[config.mk]
export PLATFORM = sky130hd
export DESIGN_NAME = gpr_param_regs
export DESIGN_NICKNAME = d
export VERILOG_FILES = /design/src/gpr_pkg.sv /design/src/gpr_param_regs.sv
export SDC_FILE = /design/constraint.sdc
export NUM_CORES = 2
export LEC_CHECK = 0
export BUFFER_PORTS_ARGS = -buffer_cell sky130_fd_sc_hd__buf_2
export CAP_MARGIN = 5
export CORE_MARGIN = 2
export CORE_UTILIZATION = 40
export CTS_CLUSTER_SIZE = 8
export DETAILED_ROUTE_END_ITERATION = 12
export PLACE_DENSITY_LB_ADDON = 0.05
export SYNTH_ARGS = -nofsm -noshare
export SYNTH_HDL_FRONTEND = slang
export SYNTH_SLANG_ARGS = --single-unit
[constraint.sdc]
create_clock -name clock_in -period 3.1 [get_ports clock_in]
set_input_delay 0.31 -clock clock_in [delete_from_list [all_inputs] [get_ports clock_in]]
set_output_delay 0.31 -clock clock_in [all_outputs]
set_load 0.05 [all_outputs]
[src/gpr_pkg.sv]
// Package of offsets, field layouts and types for the parameter registers
package gpr_pkg;

  // ==========================================================================
  // Register byte offsets within the register space
  localparam logic [15:0] GPR_OFF_DEST     = 16'h8100;
  localparam logic [15:0] GPR_OFF_SIZE     = 16'h8104;
  localparam logic [15:0] GPR_OFF_SRC      = 16'h8108;
  localparam logic [15:0] GPR_OFF_SRC_COL  = 16'h810c;
  localparam logic [15:0] GPR_OFF_PAT_LO   = 16'h8110;
  localparam logic [15:0] GPR_OFF_PAT_HI   = 16'h8114;
  localparam logic [15:0] GPR_OFF_PAT_W0   = 16'h8120;
  localparam logic [15:0] GPR_OFF_PAT_W1   = 16'h8124;
  localparam logic [15:0] GPR_OFF_PAT_W2   = 16'h8128;
  localparam logic [15:0] GPR_OFF_PAT_W3   = 16'h812c;
  localparam logic [15:0] GPR_OFF_LEG_WR   = 16'h8140;
  localparam logic [15:0] GPR_OFF_LEG_RD   = 16'h8144;
  localparam logic [15:0] GPR_OFF_LINE_TRG = 16'h8204;
  localparam logic [15:0] GPR_OFF_BLIT_TRG = 16'h8208;

  // ==========================================================================
  // Field layout and reset values
  localparam int          GPR_HI_MSB     = 31;
  localparam int          GPR_HI_LSB     = 16;
  localparam int          GPR_LO_MSB     = 15;
  localparam int          GPR_VLEN_BITS  = 14;
  localparam logic [31:0] GPR_RESET_WORD = 32'h0000_0000;
  localparam int          GPR_PAT_WORDS  = 4;

  // ==========================================================================
  // Register bus request and answer
  typedef struct packed {
    logic        wr;
    logic        rd;
    logic [15:0] addr;
    logic [31:0] wdata;
  } gpr_req_t;

  typedef struct packed {
    logic        rvalid;
    logic        hit;
    logic [31:0] rdata;
  } gpr_rsp_t;

  // Operand bundle handed to the rendering engine with each start
  typedef struct packed {
    logic        is_line;
    logic        empty;
    logic [15:0] dest_y;
    logic [15:0] dest_x;
    logic [15:0] width_or_len;
    logic [15:0] height_or_err;
    logic [15:0] src_x_or_axial;
    logic [15:0] src_y_or_diag;
    logic [15:0] source_color_zero;
    logic [15:0] source_color_one;
    logic [15:0] pattern_color_zero;
    logic [15:0] pattern_color_one;
    logic [15:0] pattern_color_two;
    logic [15:0] pattern_color_three;
    logic [127:0] pattern;
  } gpr_op_t;

  typedef enum logic [2:0] {
    GPR_IDLE  = 3'b001,
    GPR_BLIT  = 3'b010,
    GPR_LINE  = 3'b100
  } gpr_state_t;

endpackage

[src/gpr_param_regs.sv]
// Parameter register bank of the 2D rendering pipeline
`timescale 1ns/1ps

module gpr_param_regs
  import gpr_pkg::*;
(
  input  wire logic     clock_in,
  input  wire logic     resetn_in,
  input  wire gpr_req_t req_in,
  input  wire logic     engine_busy_in,
  output gpr_rsp_t      rsp_out,
  output gpr_op_t       op_out,
  output logic          start_out,
  output logic [31:0]   legacy_write_ctl_out,
  output logic [31:0]   legacy_read_ctl_out,
  output logic          busy_out
);

  // ==========================================================================
  // State
  typedef struct packed {
    gpr_state_t  state;
    logic [31:0] dest;
    logic [31:0] size;
    logic [31:0] src;
    logic [31:0] src_col;
    logic [31:0] pat_lo;
    logic [31:0] pat_hi;
    logic [GPR_PAT_WORDS-1:0][31:0] pat;
    logic [31:0] leg_wr;
    logic [31:0] leg_rd;
    logic [31:0] line_trg;
    logic [31:0] blit_trg;
    gpr_rsp_t    rsp;
    gpr_op_t     op;
    logic        start;
    logic        busy;
  } gpr_regs_t;

  gpr_regs_t s_reg;
  gpr_regs_t s_next;

  function automatic logic [15:0] hi_half(input logic [31:0] w);
    hi_half = w[GPR_HI_MSB:GPR_HI_LSB];
  endfunction

  function automatic logic [15:0] lo_half(input logic [31:0] w);
    lo_half = w[GPR_LO_MSB:0];
  endfunction

  // Snapshot of operands; line mode also cuts the length to 14 bits and clears empty
  function automatic gpr_op_t build_op(input gpr_regs_t r,
                                       input logic line);
    gpr_op_t o;
    o = '0;
    o.is_line             = line;
    o.dest_y              = hi_half(r.dest);
    o.dest_x              = lo_half(r.dest);
    if (line) begin
      o.width_or_len = {{(16-GPR_VLEN_BITS){1'b0}},
                        r.size[GPR_HI_LSB+GPR_VLEN_BITS-1:GPR_HI_LSB]};
      o.empty        = 1'b0;
    end else begin
      o.width_or_len = hi_half(r.size);
      o.empty        = (hi_half(r.size) == 16'h0000) ||
                       (lo_half(r.size) == 16'h0000);
    end
    o.height_or_err       = lo_half(r.size);
    o.src_x_or_axial      = hi_half(r.src);
    o.src_y_or_diag       = lo_half(r.src);
    o.source_color_zero   = hi_half(r.src_col);
    o.source_color_one    = lo_half(r.src_col);
    o.pattern_color_zero  = hi_half(r.pat_lo);
    o.pattern_color_one   = lo_half(r.pat_lo);
    o.pattern_color_two   = hi_half(r.pat_hi);
    o.pattern_color_three = lo_half(r.pat_hi);
    o.pattern             = {r.pat[3], r.pat[2], r.pat[1], r.pat[0]};
    build_op = o;
  endfunction

  // ==========================================================================
  // Decode, storage and trigger
  always_comb begin
    s_next            = s_reg;
    s_next.start      = 1'b0;
    s_next.rsp.rvalid = req_in.rd;
    s_next.rsp.hit    = 1'b1;
    unique case (req_in.addr)
      GPR_OFF_DEST:     s_next.rsp.rdata = s_reg.dest;
      GPR_OFF_SIZE:     s_next.rsp.rdata = s_reg.size;
      GPR_OFF_SRC:      s_next.rsp.rdata = s_reg.src;
      GPR_OFF_SRC_COL:  s_next.rsp.rdata = s_reg.src_col;
      GPR_OFF_PAT_LO:   s_next.rsp.rdata = s_reg.pat_lo;
      GPR_OFF_PAT_HI:   s_next.rsp.rdata = s_reg.pat_hi;
      GPR_OFF_PAT_W0:   s_next.rsp.rdata = s_reg.pat[0];
      GPR_OFF_PAT_W1:   s_next.rsp.rdata = s_reg.pat[1];
      GPR_OFF_PAT_W2:   s_next.rsp.rdata = s_reg.pat[2];
      GPR_OFF_PAT_W3:   s_next.rsp.rdata = s_reg.pat[3];
      GPR_OFF_LEG_WR:   s_next.rsp.rdata = s_reg.leg_wr;
      GPR_OFF_LEG_RD:   s_next.rsp.rdata = s_reg.leg_rd;
      GPR_OFF_LINE_TRG: s_next.rsp.rdata = s_reg.line_trg;
      GPR_OFF_BLIT_TRG: s_next.rsp.rdata = s_reg.blit_trg;
      default: begin
        s_next.rsp.rdata = GPR_RESET_WORD;
        s_next.rsp.hit   = 1'b0;
      end
    endcase
    if (!req_in.rd) begin
      s_next.rsp.rdata = GPR_RESET_WORD;
      s_next.rsp.hit   = 1'b0;
    end
    if (req_in.wr) begin
      unique case (req_in.addr)
        GPR_OFF_DEST:    s_next.dest    = req_in.wdata;
        GPR_OFF_SIZE:    s_next.size    = req_in.wdata;
        GPR_OFF_SRC:     s_next.src     = req_in.wdata;
        GPR_OFF_SRC_COL: s_next.src_col = req_in.wdata;
        GPR_OFF_PAT_LO:  s_next.pat_lo  = req_in.wdata;
        GPR_OFF_PAT_HI:  s_next.pat_hi  = req_in.wdata;
        GPR_OFF_PAT_W0:  s_next.pat[0]  = req_in.wdata;
        GPR_OFF_PAT_W1:  s_next.pat[1]  = req_in.wdata;
        GPR_OFF_PAT_W2:  s_next.pat[2]  = req_in.wdata;
        GPR_OFF_PAT_W3:  s_next.pat[3]  = req_in.wdata;
        GPR_OFF_LEG_WR:  s_next.leg_wr  = req_in.wdata;
        GPR_OFF_LEG_RD:  s_next.leg_rd  = req_in.wdata;
        GPR_OFF_LINE_TRG: begin
          s_next.line_trg = req_in.wdata;
          s_next.op       = build_op(s_reg, 1'b1);
          s_next.start    = 1'b1;
          s_next.state    = GPR_LINE;
        end
        GPR_OFF_BLIT_TRG: begin
          s_next.blit_trg = req_in.wdata;
          s_next.op       = build_op(s_reg, 1'b0);
          s_next.start    = 1'b1;
          s_next.state    = GPR_BLIT;
        end
        default: begin
        end
      endcase
    end
    // Back to idle once the engine has taken the job and finished
    if (!s_next.start && !engine_busy_in && !s_reg.start) begin
      s_next.state = GPR_IDLE;
    end
    // Busy leaves from its own flop so the output is registered
    s_next.busy = (s_next.state != GPR_IDLE);
  end

  always_ff @(posedge clock_in) begin
    if (!resetn_in) begin
      s_reg       <= '0;
      s_reg.state <= GPR_IDLE;
    end else begin
      s_reg <= s_next;
    end
  end

  // ==========================================================================
  // Outputs
  assign rsp_out              = s_reg.rsp;
  assign op_out               = s_reg.op;
  assign start_out            = s_reg.start;
  assign legacy_write_ctl_out = s_reg.leg_wr;
  assign legacy_read_ctl_out  = s_reg.leg_rd;
  assign busy_out             = s_reg.busy;

  // ==========================================================================
  // Checks
  AST_DEST_SPLIT: assert property (@(posedge clock_in)
    disable iff (!resetn_in)
    start_out |-> op_out.dest_y == $past(s_reg.dest[31:16]) &&
                  op_out.dest_x == $past(s_reg.dest[15:0]))
    else $error("Destination halves wrong");

  AST_BLIT_EMPTY: assert property (@(posedge clock_in)
    disable iff (!resetn_in)
    (req_in.wr && req_in.addr == GPR_OFF_BLIT_TRG &&
     s_reg.size[15:0] == 16'h0000) |=> (start_out && op_out.empty))
    else $error("Zero height blit not marked empty");

  AST_LINE_LEN14: assert property (@(posedge clock_in)
    disable iff (!resetn_in)
    (start_out && op_out.is_line) |-> op_out.width_or_len[15:14] == 2'b00)
    else $error("Line length exceeds 14 bits");

  AST_LINE_ERR: assert property (@(posedge clock_in)
    disable iff (!resetn_in)
    (req_in.wr && req_in.addr == GPR_OFF_LINE_TRG) |=>
      op_out.height_or_err == $past(s_reg.size[15:0]))
    else $error("Initial error term not taken");

  AST_SRC_SPLIT: assert property (@(posedge clock_in)
    disable iff (!resetn_in)
    (req_in.wr && req_in.addr == GPR_OFF_BLIT_TRG) |=>
      op_out.src_x_or_axial == $past(s_reg.src[31:16]) &&
      op_out.src_y_or_diag == $past(s_reg.src[15:0]))
    else $error("Source coordinate halves wrong");

  AST_PAT_ORDER: assert property (@(posedge clock_in)
    disable iff (!resetn_in)
    (req_in.wr && req_in.addr == GPR_OFF_BLIT_TRG) |=>
      op_out.pattern[127:96] == $past(s_reg.pat[3]) &&
      op_out.pattern[31:0] == $past(s_reg.pat[0]))
    else $error("Pattern word order wrong");

  AST_READBACK: assert property (@(posedge clock_in)
    disable iff (!resetn_in)
    (req_in.wr && req_in.addr == GPR_OFF_SRC_COL) ##1
    (req_in.rd && req_in.addr == GPR_OFF_SRC_COL && !req_in.wr) |=>
      rsp_out.rdata == $past(req_in.wdata, 2))
    else $error("Register readback differs");

  AST_START_PULSE: assert property (@(posedge clock_in)
    disable iff (!resetn_in)
    (req_in.wr && req_in.addr == GPR_OFF_LINE_TRG) |=>
      start_out && op_out.is_line && busy_out)
    else $error("Line trigger did not start");

  AST_UNMAPPED: assert property (@(posedge clock_in)
    disable iff (!resetn_in)
    (req_in.rd && req_in.addr == 16'h8118) |=>
      rsp_out.rvalid && !rsp_out.hit && rsp_out.rdata == 32'h0000_0000)
    else $error("Unmapped read not zero");

  AST_SRC_COLORS: assert property (@(posedge clock_in)
    disable iff (!resetn_in)
    start_out |->
      op_out.source_color_zero == $past(s_reg.src_col[31:16]) &&
      op_out.source_color_one == $past(s_reg.src_col[15:0]))
    else $error("Source colour halves wrong");

  AST_PAT_COLORS: assert property (@(posedge clock_in)
    disable iff (!resetn_in)
    start_out |->
      {op_out.pattern_color_zero, op_out.pattern_color_one,
       op_out.pattern_color_two, op_out.pattern_color_three} ==
      $past({s_reg.pat_lo, s_reg.pat_hi}))
    else $error("Pattern colours misplaced");

  AST_PAT_FULL: assert property (@(posedge clock_in)
    disable iff (!resetn_in)
    start_out |-> op_out.pattern ==
      $past({s_reg.pat[3], s_reg.pat[2], s_reg.pat[1], s_reg.pat[0]}))
    else $error("Pattern not formed from four words");

  AST_LINE_STEPS: assert property (@(posedge clock_in)
    disable iff (!resetn_in)
    (req_in.wr && req_in.addr == GPR_OFF_LINE_TRG) |=>
      op_out.src_x_or_axial == $past(s_reg.src[31:16]) &&
      op_out.src_y_or_diag == $past(s_reg.src[15:0]))
    else $error("Line error steps wrong");

  AST_LINE_NOT_EMPTY: assert property (@(posedge clock_in)
    disable iff (!resetn_in)
    (start_out && op_out.is_line) |-> !op_out.empty)
    else $error("Line marked empty");

  AST_BLIT_START: assert property (@(posedge clock_in)
    disable iff (!resetn_in)
    (req_in.wr && req_in.addr == GPR_OFF_BLIT_TRG) |=>
      start_out && !op_out.is_line && busy_out &&
      op_out.width_or_len == $past(s_reg.size[31:16]))
    else $error("Blit trigger did not start");

  AST_START_CAUSE: assert property (@(posedge clock_in)
    disable iff (!resetn_in)
    start_out |-> $past(req_in.wr) &&
      ($past(req_in.addr) == GPR_OFF_LINE_TRG ||
       $past(req_in.addr) == GPR_OFF_BLIT_TRG))
    else $error("Start without trigger write");

  AST_LEGACY_HOLD: assert property (@(posedge clock_in)
    disable iff (!resetn_in)
    (req_in.wr && req_in.addr == GPR_OFF_LEG_WR) |=>
      legacy_write_ctl_out == $past(req_in.wdata))
    else $error("Legacy write control not stored");

  // Checked without disable so that the reset cycles themselves count
  AST_RESET_ZERO: assert property (@(posedge clock_in)
    !resetn_in |=> rsp_out == '0 && !start_out && !busy_out &&
      op_out == '0 && legacy_read_ctl_out == 32'h0000_0000)
    else $error("Outputs not cleared by reset");

  COV_LINE: cover property (@(posedge clock_in) disable iff (!resetn_in)
    start_out && op_out.is_line);
  COV_BLIT: cover property (@(posedge clock_in) disable iff (!resetn_in)
    start_out && !op_out.is_line && !op_out.empty);
  COV_EMPTY: cover property (@(posedge clock_in) disable iff (!resetn_in)
    start_out && op_out.empty);
  COV_READBACK: cover property (@(posedge clock_in) disable iff (!resetn_in)
    rsp_out.rvalid && rsp_out.hit);

endmodule

---- Word-level counts from Yosys, hierarchy flattened ----
Index checks and enable logic that the tools add are counted.
word-level totals
  bits in registers ....................... 809
  input bits .............................. 53
  logic and storage cells ................. 97
operators by class
  equality and inequality tests ........... 15
  mux-type cells .......................... 21
  reductions and logical operators ........ 26
operator list
  operator                                                          number
  323-bit case mux with 2 select lines                              1
  451-bit two-way mux                                               1
  32-bit two-way mux                                                14
  32-bit case mux with 14 select lines                              1
  16-bit == test (second input constant)                            14
  16-bit zero test                                                  2
  2-bit AND reduction                                               16
  14-bit OR reduction                                               1
  3-bit case mux with 2 select lines                                1
  1-bit zero test                                                   3
  3-bit two-way mux                                                 1
  3-bit by 1-bit != test with 1-bit output (second input constant)  1
  1-bit logical AND                                                 2
  1-bit two-way mux                                                 2
  2-bit nonzero test                                                1
  1-bit logical OR                                                  1

---- Depth between registers and ports, before layout ----
  depth in word-level cells ............... 9
  depth in mapped cells ................... 11
  mapped depth without buffers ............ 6

---- Worst setup path before layout ----
Ideal clock, no wire load.
  kind .................................... input-to-reg
  start point ............................. input port req_in[43] (netlist bit)
  end point ............................... register s_reg[799] (netlist bit)
  setup time .............................. 122 ps
  arrival time ............................ 2215 ps
  required time ........................... 2978 ps
  path slack .............................. 763 ps
  cell stages on the path ................. 9
  buffers on the path ..................... 4
  cells stage by stage .................... or4_1 buf_2 or2_1 buf_2 or4_1 clkbuf_1 buf_2 nand2_1 a21boi_0
on the way
  cells in the longest elaborated chain, start to end .. 2
RTL lines
  what                           line                   text
  start, declared                gpr_param_regs.sv:9    input wire gpr_req_t req_in,
  16-bit == test                 gpr_param_regs.sv:113  unique case (req_in.addr)
  2-bit AND reduction (no line)  --
  end signal, assigned           gpr_param_regs.sv:155  s_reg <= s_next;
  end, declared                  gpr_param_regs.sv:40   gpr_regs_t s_reg;
No other way between the ends.
A chain may end at the register's enable or synchronous reset.

---- Final worst setup path ----
  start point ............................. input port req_in[43] (netlist bit)
  end point ............................... register s_reg, in the netlist rsp_out[8]
on the way
  cells in the longest elaborated chain, start to end .. 2
  elaborated cells between the ends (all ways) .. 15
  classes of those cells .................. 14 x eq/ne; 1 x mux
RTL lines
  what                                    line                  text
  16-bit == test                          gpr_param_regs.sv:88  unique case (req_in.addr)
  32-bit case mux with 14 select lines *  gpr_param_regs.sv:88
Every way passes the cells marked *; elsewhere a longest branch is shown, timed or not.

==> results.json <==
{
  "vias": 30486,
  "grt_pass1_vias": 28668,
  "period_needed_ns": 2.462,
  "crit_slowest_cell": "or4_2",
  "status": "finished, final reports clean",
  "hp-class": "input pin to flip-flop",
  "slowest_delay_ns": 0.79,
  "critPathMostFrequentCell": "buf_4",
  "cts.clk_slew.worst_paths_ns": 0.05,
  "p_comb_share_pct": 2.7,
  "drt_wl_total_um": 153600,
  "die_area_um2": 92360,
  "io_buffers": 474,
  "dr.first_iter.drc_count": 3178,
  "final_common_cell": "nand2_1",
  "reg2reg_setup_slack_ns": 1.26,
  "hold_violations": 0,
  "peakVddDrop_mv": 0.3984,
  "rr_worst_depth": 5,
  "synth_cell_types": 53,
  "dp.cells": 5392,
  "setup_viol": 0,
  "ant_nets": 0,
  "cts_setup_buffers": 0,
  "period_share_pct": 79.44,
  "layoutNonFillerInstCount": 5514,
  "htreeDepth": 3,
  "drc": 0,
  "gp_congestion": 0.9094,
  "p_seq_share_pct": 47.8,
  "r2r-end": "op_out[320]$_SDFFE_PN0P_",
  "clock_latency_ns": 0.67,
  "yosysWarningCount": 0,
  "maxCapViolCount": 0,
  "wl_per_cell_um": 27.86,
  "rsz0062_at_grt": "false",
  "power.total_mw": 21.80,
  "ctsResizeCount": 0,
  "synthToLayoutAreaGrowth_pct": 11.36,
  "endpoint_kind": "flip-flop",
  "seqCellArea_um2": 16200,
  "ctsHoldBuffers": 2,
  "vias_per_cell": 5.529,
  "fmax_mhz": 406.1,
  "coreArea_um2": 88780,
  "p_leak_nw": 14.75,
  "min_path_cells": 3,
  "synthFlopType": "dfxtp_1",
  "setup_slack_ns": 0.6375,
  "multi_input_area_um2": 15130,
  "clkPwrFrac_pct": 49.5,
  "die_h_um": 303.9,
  "largest_register_ffs": 387,
  "pin_count": 475,
  "path_cells": "buf_2 > or4_2 > or2_1 > buf_4 > nor3_1 > buf_4 > a22oi_1 > and3_1 > a31oi_1 > buf_4",
  "finalNetCount": 4395,
  "antenna_found_initial": 13,
  "critPathKind": "input pin to flip-flop",
  "syn-cell-area_um2": 35980,
  "avgSynthCellArea_um2": 8.288,
  "cts_tree": "yes",
  "drive_gt1_share_pct": 18.93,
  "switching_share_pct": 22.22,
  "clockBufferDepth": 3,
  "placed_area_um2": 37170,
  "fp.dieW_um": 303.9,
  "overflow": 0,
  "synth_edf_count": 0,
  "p_switching_mw": 4.844,
  "yosysSeqAreaShare_pct": 45.01,
  "slew_viol_final": 0,
  "clkSinkCount": 809,
  "hpwl_um": 107200,
  "worst_pin_slew_ns": 1.003,
  "ys_seq_elements": 809,
  "row_count": 109,
  "worstReg2RegStart": "s_reg[744]$_SDFFE_PN0P_",
  "internal_power_mw": 16.95,
  "synthesis.instances": 4341,
  "fin_area_um2": 40070,
  "arrival_ns": 3.08,
  "grt_use_total_pct": 31.94,
  "cts-root-buf": "clkbuf_16",
  "pwr_density_cell_nw_per_um2": 544.0,
  "fill_cells": 8920,
  "slew_headroom_pct": 33.13,
  "critPathLaunchType": "input pin",
  "pre_cts_slack_ns": 0.03068,
  "final_cell_mix": "nand2_1 (1,582), dfxtp_1 (809), buf_2 (473)",
  "worst_clock_skew_ns": 0.01829,
  "grt_max_degree": 202,
  "firstDrtPassIters": 8,
  "hold_end": "s_reg[780]$_SDFFE_PN0P_",
  "grt_pass1_wl_um": 215000,
  "synthArstFlopShare_pct": 0,
  "synth.net_count": 4394,
  "numCtsBuffers": 111,
  "fin_setup_tns_ns": 0,
  "hold_path.startpoint": "req_in[6]",
  "start_util_pct": 40.52,
  "cp.required_ns": 3.72,
  "path_max_fanout": 11
}
-- worst max path at each step --
stage / end / depth (start not counted) / startpoint
after floorplan: s_reg[799]$_SDFFE_PN0P_ / 9 / req_in[43]
after global placement: rsp_out[8]$_SDFF_PN0_ / 10 / req_in[43]
after detailed placement: rsp_out[8]$_SDFF_PN0_ / 10 / req_in[43]
after CTS: rsp_out[8]$_SDFF_PN0_ / 10 / req_in[43]
after global routing: rsp_out[8]$_SDFF_PN0_ / 10 / req_in[43]
final: rsp_out[8]$_SDFF_PN0_ / 10 / req_in[43]
-- routing by layer --
layer | track usage [%] | wire length, um | vias to the layer above
li1 | - | - | 13999
met1 | 41.87 | 65070 | 14887
met2 | 49.53 | 68360 | 1293
met3 | 7.891 | 13010 | 289
met4 | 14.52 | 7081 | 18
met5 | 0 | 103 | -
-- worst max-delay path: cells and delay by family --
family / cells / cell delay [ns]
AO/OA/AOI/OAI: 2 / 0.20
AND/OR/NAND/NOR: 4 / 1.85
buffers and inverters: 4 / 0.71
-- final cells by class --
cell class,instances,share of cell area (%)
Sequential cell,809,40.42
Clock inverter,4,0.1155
Inverter,6,0.05621
Timing Repair Buffer,653,10.94
Multi-Input combinational cell,2761,37.76
Antenna cell,2,0.01249
Clock buffer,114,7.067
Tap cell,1165,3.638
-- metrics by stage --
stage / util (%) / hold slack (ns)
final: 45.13 / 0.04002
after global routing: 45.13 / 0.03980
after global placement: 41.86 / 0.4392
after floorplan: - / 0.4188
after CTS: 45.12 / 0.01136
after detailed placement: 41.86 / 0.4423
-- cells in the mapped netlist (all sizes together), types with 2 or more instances --
library cell / n / share of area (%)
nor2: 23 / 0.25
nor4b: 4 / 0.11
a2111oi: 6 / 0.15
a32o: 2 / 0.056
nor2b: 9 / 0.16
or4b: 5 / 0.15
nand2: 1584 / 17
nand2b: 3 / 0.052
or4bb: 2 / 0.063
a22oi: 85 / 1.8
a221oi: 50 / 1.2
a32oi: 3 / 0.073
and3: 7 / 0.12
a21oi: 12 / 0.17
clkbuf: 213 / 2.2
a21boi: 766 / 16
or3: 3 / 0.052
dfxtp: 809 / 45
buf: 552 / 11
o21ai: 17 / 0.24
nor3: 7 / 0.15
a22o: 42 / 1.0
nand3b: 2 / 0.042
nor4: 39 / 1.3
a31oi: 30 / 0.52
and2: 6 / 0.10
a222oi: 24 / 0.67
or2: 3 / 0.052
or4: 6 / 0.13
inv: 6 / 0.063
o22ai: 2 / 0.035
nand3: 8 / 0.11
nand4: 4 / 0.070
-- power groups by stage --
stage	clock network (mW)	logic (mW)	registers [mW]
floorplan	0	0.349	10.6
global route	11.4	0.614	10.4
CTS	11.0	0.586	10.4
finish	10.8	0.597	10.4
detailed placement	0	0.584	10.6
global placement	0	0.587	10.6
-- cell families after synthesis --
| group | count (synthesis) | synth area share, % |
|---|---|---|
| AO/OA/AOI/OAI | 1042 | 21.96 |
| XOR/XNOR | 1 | 0.02435 |
| buffers and inverters | 771 | 13.43 |
| flip-flops | 809 | 45.01 |
| multiplexers | 1 | 0.03130 |
| AND/OR/NAND/NOR | 1717 | 19.54 |
Note: power is estimated with default switching activity, not from simulation.
